===== config.mk =====
export PLATFORM = sky130hd
export DESIGN_NAME = adsc_top
export DESIGN_NICKNAME = d
export VERILOG_FILES = /design/src/verilog/adsc_pkg.sv /design/src/verilog/adsc_sar.sv /design/src/verilog/adsc_top.sv
export VERILOG_INCLUDE_DIRS = /design/src /design/src/verilog
export SDC_FILE = /design/constraint.sdc
export NUM_CORES = 1
export LEC_CHECK = 0
export BUFFER_PORTS_ARGS = -buffer_cell sky130_fd_sc_hd__buf_2
export CORE_MARGIN = 3
export CORE_UTILIZATION = 56
export DETAILED_ROUTE_END_ITERATION = 10
export PLACE_DENSITY = 0.79
export SLEW_MARGIN = 20
export SYNTH_ARGS = -nofsm -noshare
export SYNTH_HDL_FRONTEND = slang
export SYNTH_SLANG_ARGS = --single-unit

===== constraint.sdc =====
create_clock -name clk -period 2 [get_ports clk]
set_input_delay 0.1 -clock clk [delete_from_list [all_inputs] [get_ports clk]]
set_output_delay 0.1 -clock clk [all_outputs]
set_load 0.1 [all_outputs]

===== src/verilog/adsc_regs.svh =====
// offsets, field positions, reset values and timing counts of the block
`ifndef ADSC_REGS_SVH
`define ADSC_REGS_SVH

`define ADSC_CTRL_OFS      12'h000
`define ADSC_RESULT_OFS    12'h004
`define ADSC_STAT_OFS      12'h008

`define ADSC_CTRL_EN       0
`define ADSC_CTRL_START    1
`define ADSC_CTRL_CH       2
`define ADSC_CTRL_NEG      5
`define ADSC_CTRL_VCCREF   8
`define ADSC_CTRL_BGREF    9
`define ADSC_CTRL_PASS     10
`define ADSC_CTRL_RST      32'h00000400

`define ADSC_STAT_BUSY     0
`define ADSC_STAT_DONE     1
`define ADSC_STAT_READY    2

`define ADSC_SCAN_LEN      36
`define ADSC_B_VCCREF      0
`define ADSC_B_SETTLE      1
`define ADSC_B_LATCH_PRECHARGE_N_N     2
`define ADSC_B_PASS        3
`define ADSC_B_NEG         4
`define ADSC_B_MUX         7
`define ADSC_B_BGREF       15
`define ADSC_B_HOLD        16
`define ADSC_B_GNDNEG      17
`define ADSC_B_BYPASS      18
`define ADSC_B_DAC         19
`define ADSC_B_AMPON       29
`define ADSC_B_CONVON      30
`define ADSC_B_BGNEG       31
`define ADSC_B_SPARE       32
`define ADSC_B_AMPPATH     33
`define ADSC_B_AMPCLK      34
`define ADSC_B_COMP        35
`define ADSC_IDLE_VEC      36'h01005008c

`define ADSC_DAC_MID       10'h200
`define ADSC_CLK_NS        100
`define ADSC_SAMPLE_NS     1500
`define ADSC_POWERUP_NS    200
`define ADSC_SAMPLE_CYC    ((`ADSC_SAMPLE_NS + `ADSC_CLK_NS - 1) / `ADSC_CLK_NS)
`define ADSC_POWERUP_CYC   ((`ADSC_POWERUP_NS + `ADSC_CLK_NS - 1) / `ADSC_CLK_NS)

`endif


===== src/verilog/adsc_pkg.sv =====
// types shared by the converter control block
package adsc_pkg;
  typedef enum logic [2:0] {
    SAR_IDLE,
    SAR_SAMPLE,
    SAR_LATCH_PRECHARGE_N,
    SAR_SETTLE,
    SAR_EVAL
  } adsc_sar_state_t;
endpackage


===== src/verilog/adsc_sar.sv =====
// successive approximation sequencer driving the dac and reading comp
`timescale 1ns/1ps
`include "adsc_regs.svh"
module adsc_sar
  import adsc_pkg::*;
#(
  parameter int WIDTH      = 10,
  parameter int SAMPLE_CYC = `ADSC_SAMPLE_CYC
) (
  input  wire logic             clk,
  input  wire logic             srst,
  input  wire logic             start,
  input  wire logic             comp,
  output logic [WIDTH-1:0]      dac_q,
  output logic                  hold_q,
  output logic                  latch_precharge_n_n_q,
  output logic                  busy,
  output logic                  done_q,
  output logic [WIDTH-1:0]      result_q
);
  localparam logic [WIDTH-1:0] MID = WIDTH'(1) << (WIDTH - 1);

  if (WIDTH < 2 || WIDTH > 16 || SAMPLE_CYC < 1 || SAMPLE_CYC > 255) begin
    $error("adsc_sar: unsupported WIDTH or SAMPLE_CYC");
  end

  adsc_sar_state_t st_q, st_d;
  logic [7:0]       cnt_q, cnt_d;
  logic [3:0]       bit_q, bit_d;
  logic [WIDTH-1:0] dac_d, result_d;
  logic             hold_d, latch_precharge_n_n_d, done_d;

  assign busy = (st_q != SAR_IDLE);

  always_comb begin
    st_d      = st_q;
    cnt_d     = cnt_q;
    bit_d     = bit_q;
    dac_d     = dac_q;
    hold_d    = hold_q;
    latch_precharge_n_n_d = latch_precharge_n_n_q;
    result_d  = result_q;
    done_d    = 1'b0;
    case (st_q)
      SAR_IDLE: begin
        if (start) begin
          st_d   = SAR_SAMPLE;
          hold_d = 1'b0;
          dac_d  = MID;
          cnt_d  = 8'(SAMPLE_CYC - 1);
        end
      end
      SAR_SAMPLE: begin
        if (cnt_q == 8'h00) begin
          hold_d    = 1'b1;
          dac_d     = MID;
          bit_d     = 4'(WIDTH - 1);
          latch_precharge_n_n_d = 1'b0;
          st_d      = SAR_LATCH_PRECHARGE_N;
        end else begin
          cnt_d = cnt_q - 8'h01;
        end
      end
      SAR_LATCH_PRECHARGE_N: begin
        latch_precharge_n_n_d = 1'b1;
        st_d      = SAR_SETTLE;
      end
      SAR_SETTLE: begin
        st_d = SAR_EVAL;
      end
      SAR_EVAL: begin
        // comparator high means the trial code is above the input
        if (comp) begin
          dac_d[bit_q] = 1'b0;
        end
        if (bit_q == 4'h0) begin
          result_d = dac_d;
          done_d   = 1'b1;
          dac_d    = MID;
          st_d     = SAR_IDLE;
        end else begin
          bit_d        = bit_q - 4'h1;
          dac_d[bit_d] = 1'b1;
          latch_precharge_n_n_d    = 1'b0;
          st_d         = SAR_LATCH_PRECHARGE_N;
        end
      end
      default: st_d = SAR_IDLE;
    endcase
  end

  always_ff @(posedge clk) begin
    if (srst) begin
      st_q      <= SAR_IDLE;
      cnt_q     <= 8'h00;
      bit_q     <= 4'h0;
      dac_q     <= MID;
      hold_q    <= 1'b1;
      latch_precharge_n_n_q <= 1'b1;
      done_q    <= 1'b0;
      result_q  <= '0;
    end else begin
      st_q      <= st_d;
      cnt_q     <= cnt_d;
      bit_q     <= bit_d;
      dac_q     <= dac_d;
      hold_q    <= hold_d;
      latch_precharge_n_n_q <= latch_precharge_n_n_d;
      done_q    <= done_d;
      result_q  <= result_d;
    end
  end

  AST_SAMPLE_BOUNDED: assert property (@(posedge clk)
    disable iff (srst) $fell(hold_q) |-> !hold_q ##[1:300] $rose(hold_q))
    else $error("sample phase did not end in time");
  AST_SAMPLE_MID: assert property (@(posedge clk) disable iff (srst)
    !hold_q |-> dac_q == MID)
    else $error("dac code moved while sampling");
  AST_LATCH_PRECHARGE_N_PULSE: assert property (@(posedge clk) disable iff (srst)
    $fell(latch_precharge_n_n_q) |=> latch_precharge_n_n_q ##1 latch_precharge_n_n_q)
    else $error("precharge not one cycle followed by evaluation");
  AST_CONV_ENDS: assert property (@(posedge clk) disable iff (srst)
    (start && st_q == SAR_IDLE) |-> ##[30:1000] done_q)
    else $error("conversion did not complete");
  AST_DONE_STATE: assert property (@(posedge clk) disable iff (srst)
    done_q |-> hold_q && latch_precharge_n_n_q && dac_q == MID && !busy)
    else $error("done without returning to idle");
  COV_CONVERSION: cover property (@(posedge clk) disable iff (srst)
    $rose(busy) ##[1:1000] done_q);
endmodule


===== src/verilog/adsc_top.sv =====
// converter control: apb registers, boundary-scan cells, sar sequencer
// Function
// hold low tracks input, high freezes it
// tester raises hold only while amp clock high; the bench raises hold with amp_clock left low
// precharge comparator latch while precharge input low
// tester may assist settling two amp clocks
// three-bit negative input mux select
// supply reference select picks supply reference
// passgate conducts while its enable asserted
// tester selects only one negative source
// tester drives documented idle values when unused
// tester should avoid switch-cap amplifier in scan
// normal results from successive approximation logic
// tester checks lower then upper limit code
// dac held at midpoint while sampling
// converter power-on qualifies all other controls
// controls take scan cell value at update
// comparator captured into its cell at capture
`timescale 1ns/1ps
`include "adsc_regs.svh"
module adsc_top
  import adsc_pkg::*;
#(
  parameter int DAC_W      = 10,
  parameter int SAMPLE_CYC = `ADSC_SAMPLE_CYC
) (
  input  wire logic         clk,
  input  wire logic         srst,
  input  wire logic [11:0]  paddr,
  input  wire logic         psel,
  input  wire logic         penable,
  input  wire logic         pwrite,
  input  wire logic [31:0]  pwdata,
  output logic      [31:0]  prdata,
  output logic              pready,
  output logic              pslverr,
  input  wire logic         scan_mode,
  input  wire logic         scan_capture,
  input  wire logic         scan_shift,
  input  wire logic         scan_update,
  input  wire logic         scan_in,
  output logic              scan_out,
  input  wire logic         comp,
  output logic              sample_hold,
  output logic              latch_precharge_n,
  output logic              settle_assist,
  output logic              amp_power_on,
  output logic      [7:0]   input_select_bits,
  output logic      [2:0]   negative_input_select,
  output logic              supply_reference_select,
  output logic              bandgap_dac_reference_enable,
  output logic              amp_passgate_enable,
  output logic              switchcap_test_route,
  output logic              converter_power_on,
  output logic      [9:0]   dac_code,
  output logic              bypass_enable,
  output logic              ground_neg_enable,
  output logic              bandgap_neg_enable,
  output logic              amp_path_enable,
  output logic              amp_clock
);
  localparam int N = `ADSC_SCAN_LEN;

  if (DAC_W != 10) begin
    $error("adsc_top: scan cell layout serves a 10-bit dac only");
  end

  function automatic logic [7:0] ch_onehot(input logic [2:0] ch);
    ch_onehot = 8'h01 << ch;
  endfunction

  // register group
  logic [31:0] ctrl_q, ctrl_d, prdata_q, prdata_d;
  logic        start_q, start_d, done_st_q, done_st_d, slverr_q, slverr_d;
  logic [7:0]  pwr_q, pwr_d;
  // scan group
  logic [N-1:0] chain_q, chain_d, upd_q, upd_d, out_q, out_d, func;

  logic             sar_busy, sar_done, sar_hold, sar_latch_precharge_n_n;
  logic [DAC_W-1:0] sar_dac, sar_result;
  logic             en, pwr_ready, wr, setup;

  assign en        = ctrl_q[`ADSC_CTRL_EN];
  assign pwr_ready = (pwr_q == 8'(`ADSC_POWERUP_CYC));
  assign wr        = psel && penable && pwrite;
  assign setup     = psel && !penable;
  assign pready    = psel && penable;
  assign prdata    = prdata_q;
  assign pslverr   = slverr_q && pready;

  always_comb begin
    ctrl_d    = ctrl_q;
    start_d   = 1'b0;
    done_st_d = done_st_q;
    prdata_d  = prdata_q;
    slverr_d  = slverr_q;
    pwr_d     = pwr_q;
    if (!en) begin
      pwr_d = 8'h00;
    end else if (!pwr_ready) begin
      pwr_d = pwr_q + 8'h01;
    end
    if (setup) begin
      slverr_d = 1'b0;
      prdata_d = 32'h0;
      if (paddr == `ADSC_CTRL_OFS) begin
        prdata_d = ctrl_q;
      end else if (paddr == `ADSC_RESULT_OFS) begin
        prdata_d[DAC_W-1:0] = sar_result;
      end else if (paddr == `ADSC_STAT_OFS) begin
        prdata_d[`ADSC_STAT_BUSY]  = sar_busy;
        prdata_d[`ADSC_STAT_DONE]  = done_st_q;
        prdata_d[`ADSC_STAT_READY] = en && pwr_ready;
      end else begin
        slverr_d = 1'b1;
      end
    end
    if (wr && paddr == `ADSC_CTRL_OFS) begin
      ctrl_d = pwdata & 32'h000007fd;
      start_d = pwdata[`ADSC_CTRL_START] && en && pwr_ready
                && !sar_busy && !scan_mode;
    end
    if (wr && paddr == `ADSC_STAT_OFS && pwdata[`ADSC_STAT_DONE]) begin
      done_st_d = 1'b0;
    end
    if (sar_done) begin
      done_st_d = 1'b1;
    end
  end

  always_ff @(posedge clk) begin
    if (srst) begin
      ctrl_q    <= `ADSC_CTRL_RST;
      start_q   <= 1'b0;
      done_st_q <= 1'b0;
      prdata_q  <= 32'h0;
      slverr_q  <= 1'b0;
      pwr_q     <= 8'h00;
    end else begin
      ctrl_q    <= ctrl_d;
      start_q   <= start_d;
      done_st_q <= done_st_d;
      prdata_q  <= prdata_d;
      slverr_q  <= slverr_d;
      pwr_q     <= pwr_d;
    end
  end

  adsc_sar #(
    .WIDTH      (DAC_W),
    .SAMPLE_CYC (SAMPLE_CYC)
  ) u_sar (
    .clk        (clk),
    .srst       (srst),
    .start      (start_q),
    .comp       (comp),
    .dac_q      (sar_dac),
    .hold_q     (sar_hold),
    .latch_precharge_n_n_q  (sar_latch_precharge_n_n),
    .busy       (sar_busy),
    .done_q     (sar_done),
    .result_q   (sar_result)
  );

  always_comb begin
    func = `ADSC_IDLE_VEC;
    if (en) begin
      func[`ADSC_B_CONVON]              = 1'b1;
      func[`ADSC_B_DAC +: 10]           = sar_dac;
      func[`ADSC_B_HOLD]                = sar_hold;
      func[`ADSC_B_LATCH_PRECHARGE_N_N]             = sar_latch_precharge_n_n;
      func[`ADSC_B_MUX +: 8]            =
        ch_onehot(ctrl_q[`ADSC_CTRL_CH +: 3]);
      func[`ADSC_B_NEG +: 3]            = ctrl_q[`ADSC_CTRL_NEG +: 3];
      func[`ADSC_B_VCCREF]              = ctrl_q[`ADSC_CTRL_VCCREF];
      func[`ADSC_B_BGREF]               = ctrl_q[`ADSC_CTRL_BGREF];
      func[`ADSC_B_PASS]                = ctrl_q[`ADSC_CTRL_PASS];
    end
    out_d = scan_mode ? upd_q : func;
    out_d[`ADSC_B_COMP] = 1'b0;
    chain_d = chain_q;
    upd_d   = upd_q;
    if (scan_capture) begin
      chain_d = out_q;
      chain_d[`ADSC_B_COMP] = comp;
    end else if (scan_shift) begin
      chain_d = {scan_in, chain_q[N-1:1]};
    end else if (scan_update) begin
      upd_d = chain_q;
    end
  end

  always_ff @(posedge clk) begin
    if (srst) begin
      chain_q <= `ADSC_IDLE_VEC;
      upd_q   <= `ADSC_IDLE_VEC;
      out_q   <= `ADSC_IDLE_VEC;
    end else begin
      chain_q <= chain_d;
      upd_q   <= upd_d;
      out_q   <= out_d;
    end
  end

  assign scan_out                     = chain_q[0];
  assign supply_reference_select      = out_q[`ADSC_B_VCCREF];
  assign settle_assist                = out_q[`ADSC_B_SETTLE];
  assign latch_precharge_n            = out_q[`ADSC_B_LATCH_PRECHARGE_N_N];
  assign amp_passgate_enable          = out_q[`ADSC_B_PASS];
  assign negative_input_select        = out_q[`ADSC_B_NEG +: 3];
  assign input_select_bits            = out_q[`ADSC_B_MUX +: 8];
  assign bandgap_dac_reference_enable = out_q[`ADSC_B_BGREF];
  assign sample_hold                  = out_q[`ADSC_B_HOLD];
  assign ground_neg_enable            = out_q[`ADSC_B_GNDNEG];
  assign bypass_enable                = out_q[`ADSC_B_BYPASS];
  assign dac_code                     = out_q[`ADSC_B_DAC +: 10];
  assign amp_power_on                 = out_q[`ADSC_B_AMPON];
  assign converter_power_on           = out_q[`ADSC_B_CONVON];
  assign bandgap_neg_enable           = out_q[`ADSC_B_BGNEG];
  assign switchcap_test_route         = out_q[`ADSC_B_SPARE];
  assign amp_path_enable              = out_q[`ADSC_B_AMPPATH];
  assign amp_clock                    = out_q[`ADSC_B_AMPCLK];

  AST_UPDATE_LOADS: assert property (@(posedge clk) disable iff (srst)
    (scan_update && !scan_capture && !scan_shift) |=>
      upd_q == $past(chain_q))
    else $error("update latch did not take the chain value");
  AST_SCAN_DRIVES: assert property (@(posedge clk) disable iff (srst)
    (scan_mode && $past(scan_mode)) |->
      sample_hold == $past(upd_q[`ADSC_B_HOLD]) &&
      dac_code == $past(upd_q[`ADSC_B_DAC +: 10]))
    else $error("control pins do not follow the update latch");
  AST_CAPTURE_COMP: assert property (@(posedge clk) disable iff (srst)
    scan_capture |=> chain_q[`ADSC_B_COMP] == $past(comp))
    else $error("comparator not captured");
  AST_OFF_IDLE: assert property (@(posedge clk) disable iff (srst)
    (!scan_mode && !en) |=> !converter_power_on && sample_hold &&
      dac_code == `ADSC_DAC_MID)
    else $error("controls not idle while converter off");
  AST_VCCREF: assert property (@(posedge clk) disable iff (srst)
    (!scan_mode && en) |=>
      supply_reference_select == $past(ctrl_q[`ADSC_CTRL_VCCREF]))
    else $error("supply reference select wrong");
  AST_PASSGATE: assert property (@(posedge clk) disable iff (srst)
    (!scan_mode && en) |=>
      amp_passgate_enable == $past(ctrl_q[`ADSC_CTRL_PASS]))
    else $error("passgate enable wrong");
  AST_NEGATIVE_INPUT_SELECT: assert property (@(posedge clk) disable iff (srst)
    (!scan_mode && en) |=>
      negative_input_select == $past(ctrl_q[`ADSC_CTRL_NEG +: 3]))
    else $error("negative input select wrong");
  AST_MUX_ONEHOT: assert property (@(posedge clk) disable iff (srst)
    (!scan_mode && en) |=> $onehot(input_select_bits))
    else $error("input select not one-hot");
  COV_SCAN_UPDATE: cover property (@(posedge clk) disable iff (srst)
    scan_mode && scan_update);
  COV_CAPTURE_HIGH: cover property (@(posedge clk) disable iff (srst)
    scan_capture && comp);
  COV_START: cover property (@(posedge clk) disable iff (srst) start_q);
endmodule


==> results.txt, run 1 <==
Outcome -> complete, no violations
Min-Delay Path Class -> in -> reg
Startpoint Class -> flop
Post-route cell area -> 8710 um^2
VDD IR max -> 743 uV
Clk buf depth -> 2
Pin count of the biggest net entering global routing -> 67
Worst slew pin tran -> 0.692 ns
Worst r2r src -> u_sar.bit_q[1]$_SDFFE_PP0P_
Routed Antenna Nets -> 0
Slew Limit Fails -> 0
N_diodes -> 0
CTS tree -> yes
Die area -> 14700 um^2
Synth warnings -> 0
Setup CP Type -> reg -> reg
Pre-antenna DRT Iters -> 6
Layout fillers -> 1014
# port buffers -> 82
Max Clk Rate -> 545 MHz
Post-synthesis mux area share -> 6.83%
CP Capture Type -> flop
H-tree levels -> 4
Netlist Area Pre-Place -> 7460 um^2
Area grow syn2layout -> 16.8%
Wire per inst -> 16.3 um
Num Clock Sinks -> 176
Register clock-pin slew on the reported worst setup and hold paths -> 0.07 ns
Clk_lat worst skew -> 0.43 ns
Die H -> 121 um
Core box area -> 12800 um^2
Placed cell area -> 7990 um^2
Ys flop type -> dfxtp_1
CP Capture Point -> u_sar.bit_q[3]$_SDFFE_PP0P_
Share of cells above drive strength 1 -> 17.1%
Total Routing Usage GR -> 25.1%
Via density -> 5.74
Power Density -> 895 nW/um^2
Post-cts resize count -> 0
Num CTS Buffers -> 17
Drt drc -> 0
Non-filler instance count after layout -> 1118
Design Power -> 7.80 mW
Final nets -> 996
Async S/R FF share, synth -> 0%
Final-report setup violation count -> 0
RSZ-0062 raised after global routing -> false
Initial antenna violation count -> 0
Period utilization -> 91.8%
Number of placed cells counting well taps -> 1074
Leak -> 3.56 nW
Critical R2R Capture -> u_sar.bit_q[3]$_SDFFE_PP0P_
CTS root buf -> clkbuf_16
Main combinational cell family by area after synthesis -> simple AND/OR/NAND/NOR gates
Setup TNS -> 0 ns
Post-synth EDFFs -> 0
Initial Util -> 58.1%
Vias in the first global route -> 6012
#FFs+latches synth -> 176
Critical Path Start -> u_sar.bit_q[1]$_SDFFE_PP0P_
Post-Synth Adder-Cell Area -> 1.34%
Synth Area in Simple Gates -> 21.7%
Area share of xor/xnor cells in the synthesized design -> 1.53%
Seq/Total Area, Yosys -> 47.2%
Crit path max fanout -> 6
Max-slew headroom -> 53.9%
Via Count -> 6414
GP Congestion -> 0.892
Cells after Synth -> 851
Final Hold Fails -> 0
Worst path required time -> 2.33 ns
Compound-cell area share of the yosys netlist -> 15.6%
Post-DP HPWL -> 12000 um
Clock Skew -> 0.00524 ns
Synth Area per Inst -> 8.76 um^2
Total Wirelength -> 18200 um
Final min period -> 1.84 ns
Worst hold slack -> 0.0377 ns
Max Cap Violations -> 0
Arrival @ worst endpoint -> 2.16 ns
Chip width -> 121 um
Post-synth cell types -> 70
First-pass GRT wire length -> 29400 um
Reg-to-reg slack, setup -> 0.16 ns
R2R cell count -> 6
Rows -> 41
DRT iter0 DRCs -> 686
Ports -> 125
Total grt overflow -> 0
==> per-stage QoR <==
| stage | util (%) | setup WS, ns |
|---|---|---|
| 2_1_floorplan | - | 0.195 |
| 3_3_place_gp | 62.3 | 0.188 |
| 3_5_place_dp | 62.3 | 0.171 |
| 4_1_cts | 67.9 | 0.157 |
| 5_1_grt | 67.9 | 0.0481 |
| 6_report | 67.9 | 0.165 |
==> how the worst min path moves through the flow <==
stage          startpoint                       to  slack (ns)  cells after the start
2_1_floorplan   pwdata[1]       start_q$_SDFF_PP0_        0.21                      2
3_3_place_gp    pwdata[0]   ctrl_q[0]$_SDFFE_PP0P_        0.36                      3
3_5_place_dp    pwdata[1]       start_q$_SDFF_PP0_        0.36                      3
4_1_cts              srst      out_q[9]$_SDFF_PP0_        0.03                      2
5_1_grt              srst  chain_q[1]$_SDFFE_PP0P_        0.04                      2
6_report             srst  chain_q[6]$_SDFFE_PP0P_        0.04                      2
==> cell usage after synthesis (12+ instances only) <==
cell type,count,area (um^2)
nor3_1,12,60.1
nand3_1,30,150
nand2_1,96,360
a21oi_1,86,430
clkbuf_1,40,150
mux2i_1,43,430
nor2_1,113,424
a22o_1,17,149
and2_1,12,75.1
o21ai_0,24,120
buf_4,22,165
dfxtp_1,176,3520
inv_1,14,52.6
==> placed cells by master (no fill, tap or decap), types with 8 or more instances in the layout <==
cell type,count
nand3b_1,8
nor2b_1,8
a21oi_1,86
dlygate4sd3_1,12
buf_2,81
nor2_1,113
ha_1,8
nor3_1,12
nand3_1,30
dfxtp_1,176
and2_1,12
nand2_1,96
buf_4,22
mux2i_1,43
conb_1,21
a22o_1,17
o21ai_0,24
clkbuf_16,17
inv_1,14
==> power by group <==
group / switching, mW / internal [mW] / leakage (nW) / total [mW]
Combinational: 0.611 / 0.230 / 1.85 / 0.842
Clock: 1.40 / 1.95 / 0.291 / 3.35
Sequential: 0.0439 / 3.56 / 1.42 / 3.60
==> registers in the layout, indices dropped and copies added, names as in the netlist, 3 cells and up <==
name / flops
out_q: 35
u_sar.cnt_q: 8
ctrl_q: 10
upd_q: 35
pwr_q: 8
u_sar.result_q: 10
u_sar.st_q: 3
u_sar.bit_q: 4
u_sar.dac_q: 10
chain_q: 36
prdata: 11
==> final cells by class <==
cell class | instances | area (um^2) | area share [%]
Clock buffer | 21 | 470 | 5.40
Tap cell | 172 | 215 | 2.47
Sequential cell | 176 | 3520 | 40.5
Clock inverter | 11 | 131 | 1.51
Timing Repair Buffer | 117 | 731 | 8.39
Multi-Input combinational cell | 607 | 3590 | 41.2
Inverter | 14 | 52.6 | 0.603
==> cell families (layout without fill, tap and decap cells) <==
logic type | after synthesis | count (layout)
simple gates | 334 | 334
other cells | 1 | 21
mux | 50 | 50
fa+ha+maj | 8 | 8
buf+inv | 88 | 163
xor+xnor | 13 | 13
compound gates | 181 | 181
flops | 176 | 176
==> what timing repair did <==
item,in CTS,in global routing
hold buffers,12,0
hold endpoints to repair,11,0
setup buffers,0,0
==> metal layers <==
layer,wire [um],GRT usage (%),share of wire [%]
met5,0,0,0
met4,480,9.73,2.6
met3,1150,6.11,6.3
met2,8680,40.8,48
met1,7860,32.3,43
==> critical path, cell delays in order, from the launching register on <==
cell,delay (ns)
dfxtp_1,0.36
inv_1,0.11
ha_1,0.16
or3b_1,0.40
and2_4,0.18
or2_1,0.28
o2111a_1,0.24
(Power assumes the default switching activity.)
==> inputs of run 2 (changes only) <==
==> constraint.sdc (replaced) <==
create_clock -name clk -period 2 [get_ports clk]
set_input_delay 0.2 -clock clk [delete_from_list [all_inputs] [get_ports clk]]
set_output_delay 0.2 -clock clk [all_outputs]
set_load 0.1 [all_outputs]
==> results.txt, run 2 (synthesis results as in run 1) <==
Commonest non-fill, non-tap cell in the layout -> dfxtp_1
Wire per inst -> 16.3 um (+0.19%)
Max reg flops -> 36 (unchanged)
Period utilization -> 93.4% (+1.7 points)
Max-slew headroom -> 53.1% (-0.76 points)
H-tree levels -> 4 (unchanged)
DR top layer -> met4
First-pass GRT wire length -> 29500 um (+0.40%)
N_diodes -> 0 (unchanged)
Power Density -> 908 nW/um^2 (+1.4%)
CP Capture Type -> flop
Clk_lat worst skew -> 0.44 ns (about the same)
DRT iter0 DRCs -> 545 (-21%)
Post-route cell area -> 8600 um^2 (-1.3%)
Worst hold slack -> 0.0155 ns (-0.0222 ns)
Leak -> 3.50 nW (-1.6%)
Share of cells above drive strength 1 -> 17.7% (+0.61 points)
Placed cell area -> 7990 um^2 (about the same)
Worst path required time -> 2.33 ns (about the same)
Layout fillers -> 1060 (+4.5%)
Total grt overflow -> 0 (unchanged)
Worst Path Buf+Inv -> 1 (unchanged)
CTS tree -> yes
Post-CTS setup buffers -> 0 (unchanged)
# port buffers -> 82 (unchanged)
Arrival @ worst endpoint -> 2.20 ns (+0.04 ns)
Number of placed cells counting well taps -> 1076 (+0.19%)
Worst path cell trace -> inv_1 -> ha_1 -> or3b_4 -> and2_4 -> or2_1 -> o2111a_1
CP delay by family, top -> simple AND/OR/NAND/NOR gates
Initial antenna violation count -> 0 (unchanged)
DR WL met3 -> 957 um (-16%)
Post-cts resize count -> 0 (unchanged)
Pin count of the biggest net entering global routing -> 67 (unchanged)
Min-Delay Path Class -> in -> reg
CP max-delay cell -> or3b_4
Routed Antenna Nets -> 0 (unchanged)
Non-filler instance count after layout -> 1108 (-0.89%)
Top reg by flops -> chain_q
Outcome -> complete, no violations
Via density -> 5.71 (-0.54%)
Setup TNS -> 0 ns (unchanged)
Total Routing Usage GR -> 25.0% (-0.074 points)
Core box area -> 12800 um^2 (unchanged)
Initial Util -> 58.1% (unchanged)
Post-DP HPWL -> 12100 um (+1.4%)
Register area -> 3520 um^2 (unchanged)
Slew Limit Fails -> 0 (unchanged)
Clk buf depth -> 2 (unchanged)
Crit path max fanout -> 6 (unchanged)
Worst slew pin tran -> 0.703 ns (+0.0114 ns)
Total Wirelength -> 18000 um (-0.70%)
Rows -> 41 (unchanged)
Biggest registers after layout -> chain_q x36, out_q x35, upd_q x35
Pre-antenna DRT Iters -> 6 (unchanged)
GP Congestion -> 0.874 (-2.0%)
VDD IR max -> 758 uV (+2.1%)
Num Clock Sinks -> 176 (unchanged)
Clock Skew -> 0.00823 ns (+0.00299 ns)
Die area -> 14700 um^2 (unchanged)
Die H -> 121 um (unchanged)
Drt drc -> 0 (unchanged)
Final nets -> 986 (-1.0%)
Vias in the first global route -> 5986 (-0.43%)
Via Count -> 6322 (-1.4%)
Num CTS Buffers -> 17 (unchanged)
Cts hold-fix bufs -> 0 (-12)
Chip width -> 121 um (unchanged)
Metal2 WL -> 8740 um (+0.63%)
Register clock-pin slew on the reported worst setup and hold paths -> 0.07 ns (about the same)
Area of the multi-input gates -> 3590 um^2 (about the same)
Area grow syn2layout -> 15.3%
Setup CP Type -> reg -> reg
Most frequent cells in the layout -> 176 x dfxtp_1, 113 x nor2_1, 96 x nand2_1, 86 x a21oi_1, 81 x buf_2
Final min period -> 1.87 ns (+0.0332 ns)
CTS root buf -> clkbuf_16
Final Hold Fails -> 0 (unchanged)
Startpoint Class -> flop
RSZ-0062 raised after global routing -> true
Wl on met1 -> 8110 um (+3.2%)
Worst stage delay on the critical path -> 0.40 ns (about the same)
Max Cap Violations -> 0 (unchanged)
Max Clk Rate -> 535 MHz (-1.8%)
Ports -> 125 (unchanged)
Final-report setup violation count -> 0 (unchanged)
[run 2: where the power goes]
| group | switching [mW] | internal, mW |
|---|---|---|
| sequential | 0.0504 | 3.56 |
| combinational | 0.604 | 0.222 |
| clock | 1.49 | 1.88 |
| total | 2.15 | 5.66 |
[run 2: through the flow]
stage	setup slack [ns]	power (mW)	utilization, %
3_5_place_dp	0.122	4.50	62.3
5_1_grt	-0.00636	8.05	67.0
6_report	0.132	7.80	67.0
4_1_cts	0.110	7.81	67.0
2_1_floorplan	0.195	4.34	-
3_3_place_gp	0.155	4.48	62.3
[run 2: worst register-to-register path, cell delays in order, from the launching register on]
cell      delay, ns
dfxtp_1        0.36
inv_1          0.12
ha_1           0.18
or3b_4         0.40
and2_4         0.17
or2_1          0.29
o2111a_1       0.25
[run 2: final cells by class]
| type | instances | area share, % |
|---|---|---|
| sequential | 176 | 41.0 |
| multi-input combinational | 607 | 41.7 |
| clock inverter | 15 | 2.08 |
| inverter | 14 | 0.611 |
| timing repair buffer | 107 | 7.13 |
| tap | 172 | 2.50 |
| clock buffer | 17 | 4.95 |
[run 2: layer usage]
layer  vias up  global-route usage (%)
met2       197                    41.1
met5         -                       0
li1       3082                       -
met1      3022                    33.1
met4         0                    7.63
met3        21                    5.59
[run 2: final timing paths]
kind,cells past startpoint,slack [ns],endpoint,from
worst max-delay path,6,0.13,u_sar.bit_q[3]$_SDFFE_PP0P_,u_sar.bit_q[1]$_SDFFE_PP0P_
worst min-delay path,3,0.02,ctrl_q[0]$_SDFFE_PP0P_,pwdata[0]
worst max register to register,6,0.13,u_sar.bit_q[3]$_SDFFE_PP0P_,u_sar.bit_q[1]$_SDFFE_PP0P_
worst min register to register,2,0.43,done_st_q$_SDFFE_PP0P_,u_sar.done_q$_SDFF_PP0_
==> inputs of run 3 (changes only) <==
Settings changed: ABC_AREA set to 1, PLACE_DENSITY 0.79 to 0.8.
==> results.txt, run 3 <==
Outcome -> complete, no violations
RSZ-0062 raised after global routing -> false
Top-count cell post-synth -> dfxtp_1
Async S/R FF share, synth -> 0% (unchanged)
Core box area -> 12700 um^2 (-0.80%)
Final-report setup violation count -> 0 (unchanged)
Chip width -> 121 um (-0.62%)
Period utilization -> 85.2% (-8.2 points)
Final Hold Fails -> 0 (unchanged)
CTS tree -> yes
Pre-antenna DRT Iters -> 5 (-1)
Via Count -> 6336 (+0.22%)
Top-area cell type share of the netlist area -> 47.9% (+0.63 points)
Seq/Total Area, Yosys -> 47.9% (+0.63 points)
Max Clk Rate -> 587 MHz (+9.7%)
#FFs+latches synth -> 176 (unchanged)
CP max-delay cell -> dfxtp_1
Max Cap Violations -> 0 (unchanged)
Setup slack after layout -> 0.296 ns (+0.165 ns)
Share of cells above drive strength 1 -> 17.7% (-0.064 points)
Post-CTS setup buffers -> 0 (unchanged)
Register clock-pin slew on the reported worst setup and hold paths -> 0.06 ns (about the same)
Total grt overflow -> 0 (unchanged)
Initial Util -> 57.8% (-0.30 points)
Power Density -> 979 nW/um^2 (+7.9%)
CP Capture Type -> flop
GP Congestion -> 0.922 (+5.5%)
Utilization after layout -> 66.1% (-0.96 points)
Arrival @ worst endpoint -> 2.06 ns (-0.14 ns)
Cts hold-fix bufs -> 0 (unchanged)
Rows -> 41 (unchanged)
Startpoint Class -> flop
Worst hold slack -> 0.0384 ns (+0.0229 ns)
Non-filler instance count after layout -> 1168 (+5.4%)
Drt drc -> 0 (unchanged)
Clk buf depth -> 2 (unchanged)
Ports -> 125 (unchanged)
N_diodes -> 0 (unchanged)
Post-synth cell types -> 43 (-39%)
Total Wirelength -> 17800 um (-1.6%)
Initial antenna violation count -> 0 (unchanged)
Crit path max fanout -> 21 (+15)
Setup TNS -> 0 ns (unchanged)
Commonest non-fill, non-tap cell in the layout -> dfxtp_1
Setup CP Type -> reg -> reg
Worst path cell trace -> inv_1 -> ha_1 -> nand2_2 -> nor2_2 -> nand2_4 -> inv_2 -> o21ai_1 -> a21oi_1
H-tree levels -> 4 (unchanged)
Total Routing Usage GR -> 24.8% (-0.25 points)
Number of placed cells counting well taps -> 1136 (+5.6%)
Most frequent cells in the layout -> 176 x dfxtp_1, 129 x nand2_1, 94 x inv_1, 82 x nor2_1, 82 x buf_2
Num CTS Buffers -> 17 (unchanged)
Synth Area per Inst -> 8.07 um^2 (-7.9%)
Wire per inst -> 15.2 um (-6.7%)
Design Power -> 8.23 mW (+5.5%)
Die H -> 121 um (-0.62%)
CTS root buf -> clkbuf_16
Netlist Area Pre-Place -> 7360 um^2 (-1.3%)
Largest area contributor in the netlist -> dfxtp_1
Routed Antenna Nets -> 0 (unchanged)
Top reg by flops -> chain_q
First-pass GRT wire length -> 29000 um (-1.8%)
Synth top cells by count -> 176 x dfxtp_1, 129 x nand2_1, 94 x inv_1
Final min period -> 1.70 ns (-0.165 ns)
Post-synth EDFFs -> 0 (unchanged)
Ys flop type -> dfxtp_1
Num Clock Sinks -> 176 (unchanged)
Worst path required time -> 2.35 ns (+0.02 ns)
DRT iter0 DRCs -> 611 (+12%)
# port buffers -> 82 (unchanged)
Placed cell area -> 7790 um^2 (-2.5%)
VDD IR max -> 699 uV (-7.8%)
Clock Skew -> 0.0122 ns (+0.00397 ns)
Clk_lat worst skew -> 0.43 ns (about the same)
Final nets -> 1046 (+6.1%)
Pin count of the biggest net entering global routing -> 96 (+43%)
Post-route cell area -> 8410 um^2 (-2.2%)
Area grow syn2layout -> 14.2%
Synth warnings -> 0 (unchanged)
Via density -> 5.42 (-4.9%)
Die area -> 14600 um^2 (-1.2%)
Setup WS pre-CTS -> 0.299 ns (+0.177 ns)
Top cells by area, synth -> dfxtp_1 48%, nand2_1 6.6%, a21oi_1 5.2%
Post-DP HPWL -> 12000 um (-1.3%)
Worst stage delay on the critical path -> 0.33 ns (-0.07 ns)
Post-cts resize count -> 0 (unchanged)
Biggest registers after layout -> chain_q x36, out_q x35, upd_q x35
Cells after Synth -> 912 (+7.2%)
Vias in the first global route -> 5859 (-2.1%)
Max reg flops -> 36 (unchanged)
Leak -> 3.65 nW (+4.3%)
Min-Delay Path Class -> in -> reg
Slew Limit Fails -> 0 (unchanged)
==> run 3: cell count changes in the layout (fill, tap and decap cells not counted), moves of 11 or more <==
| cell | delta |
|---|---|
| o21ai_1 | +43 |
| buf_4 | -11 |
| mux2i_1 | -43 |
| o21ai_0 | +40 |
| nand2_1 | +33 |
| inv_2 | +16 |
| a221oi_1 | +23 |
| nor2_1 | -31 |
| inv_1 | +80 |
| and2_1 | -11 |
==> run 3: layout make-up <==
cell class	count	area, um^2
Sequential cell	176	3520
Inverter	113	432
Multi-Input combinational cell	578	3090
Clock buffer	21	460
Tap cell	172	215
Clock inverter	11	154
Fill cell	1078	4320
Timing Repair Buffer	97	536
==> run 3: layer usage <==
layer  GRT usage (%)  wire length, um  up-vias
met1            32.6             7820     2929
met5               0                0        -
li1                -                -     3153
met2            39.1             8170      216
met3            6.27             1190       38
met4            9.99              561        0
==> run 3: worst max-delay path: cells and delay by family, from the launching register on <==
kind | cells | cell delay (ns)
flops | 1 | 0.33
compound gates | 2 | 0.24
buf+inv | 2 | 0.43
fa+ha+maj | 1 | 0.26
simple gates | 3 | 0.37
==> run 3: path summary, 6_finish.rpt <==
check                                   start                        endpoint  slack, ns  depth (start not counted)
setup / recovery  u_sar.bit_q[0]$_SDFFE_PP0P_  u_sar.result_q[3]$_SDFFE_PP0P_       0.30                          8
hold / removal                      pwdata[0]          ctrl_q[0]$_SDFFE_PP0P_       0.04                          3
setup reg to reg  u_sar.bit_q[0]$_SDFFE_PP0P_  u_sar.result_q[3]$_SDFFE_PP0P_       0.30                          8
hold reg to reg        upd_q[32]$_SDFFE_PP0P_            out_q[32]$_SDFF_PP0_       0.43                          2
==> run 3: kinds of logic after synthesis <==
| family | count (synthesis) | synth area share [%] |
|---|---|---|
| compound gates | 253 | 20.6 |
| xor+xnor | 6 | 0.714 |
| fa+ha+maj | 8 | 1.36 |
| buf+inv | 178 | 11.2 |
| flops | 176 | 47.9 |
| other cells | 1 | 0.0510 |
| simple gates | 290 | 18.2 |
==> run 3: power breakdown <==
group | switching, mW | internal [mW] | total [mW] | leakage [nW]
combinational | 0.843 | 0.231 | 1.07 | 1.94
sequential | 0.0714 | 3.63 | 3.70 | 1.43
clock | 1.41 | 2.04 | 3.45 | 0.283
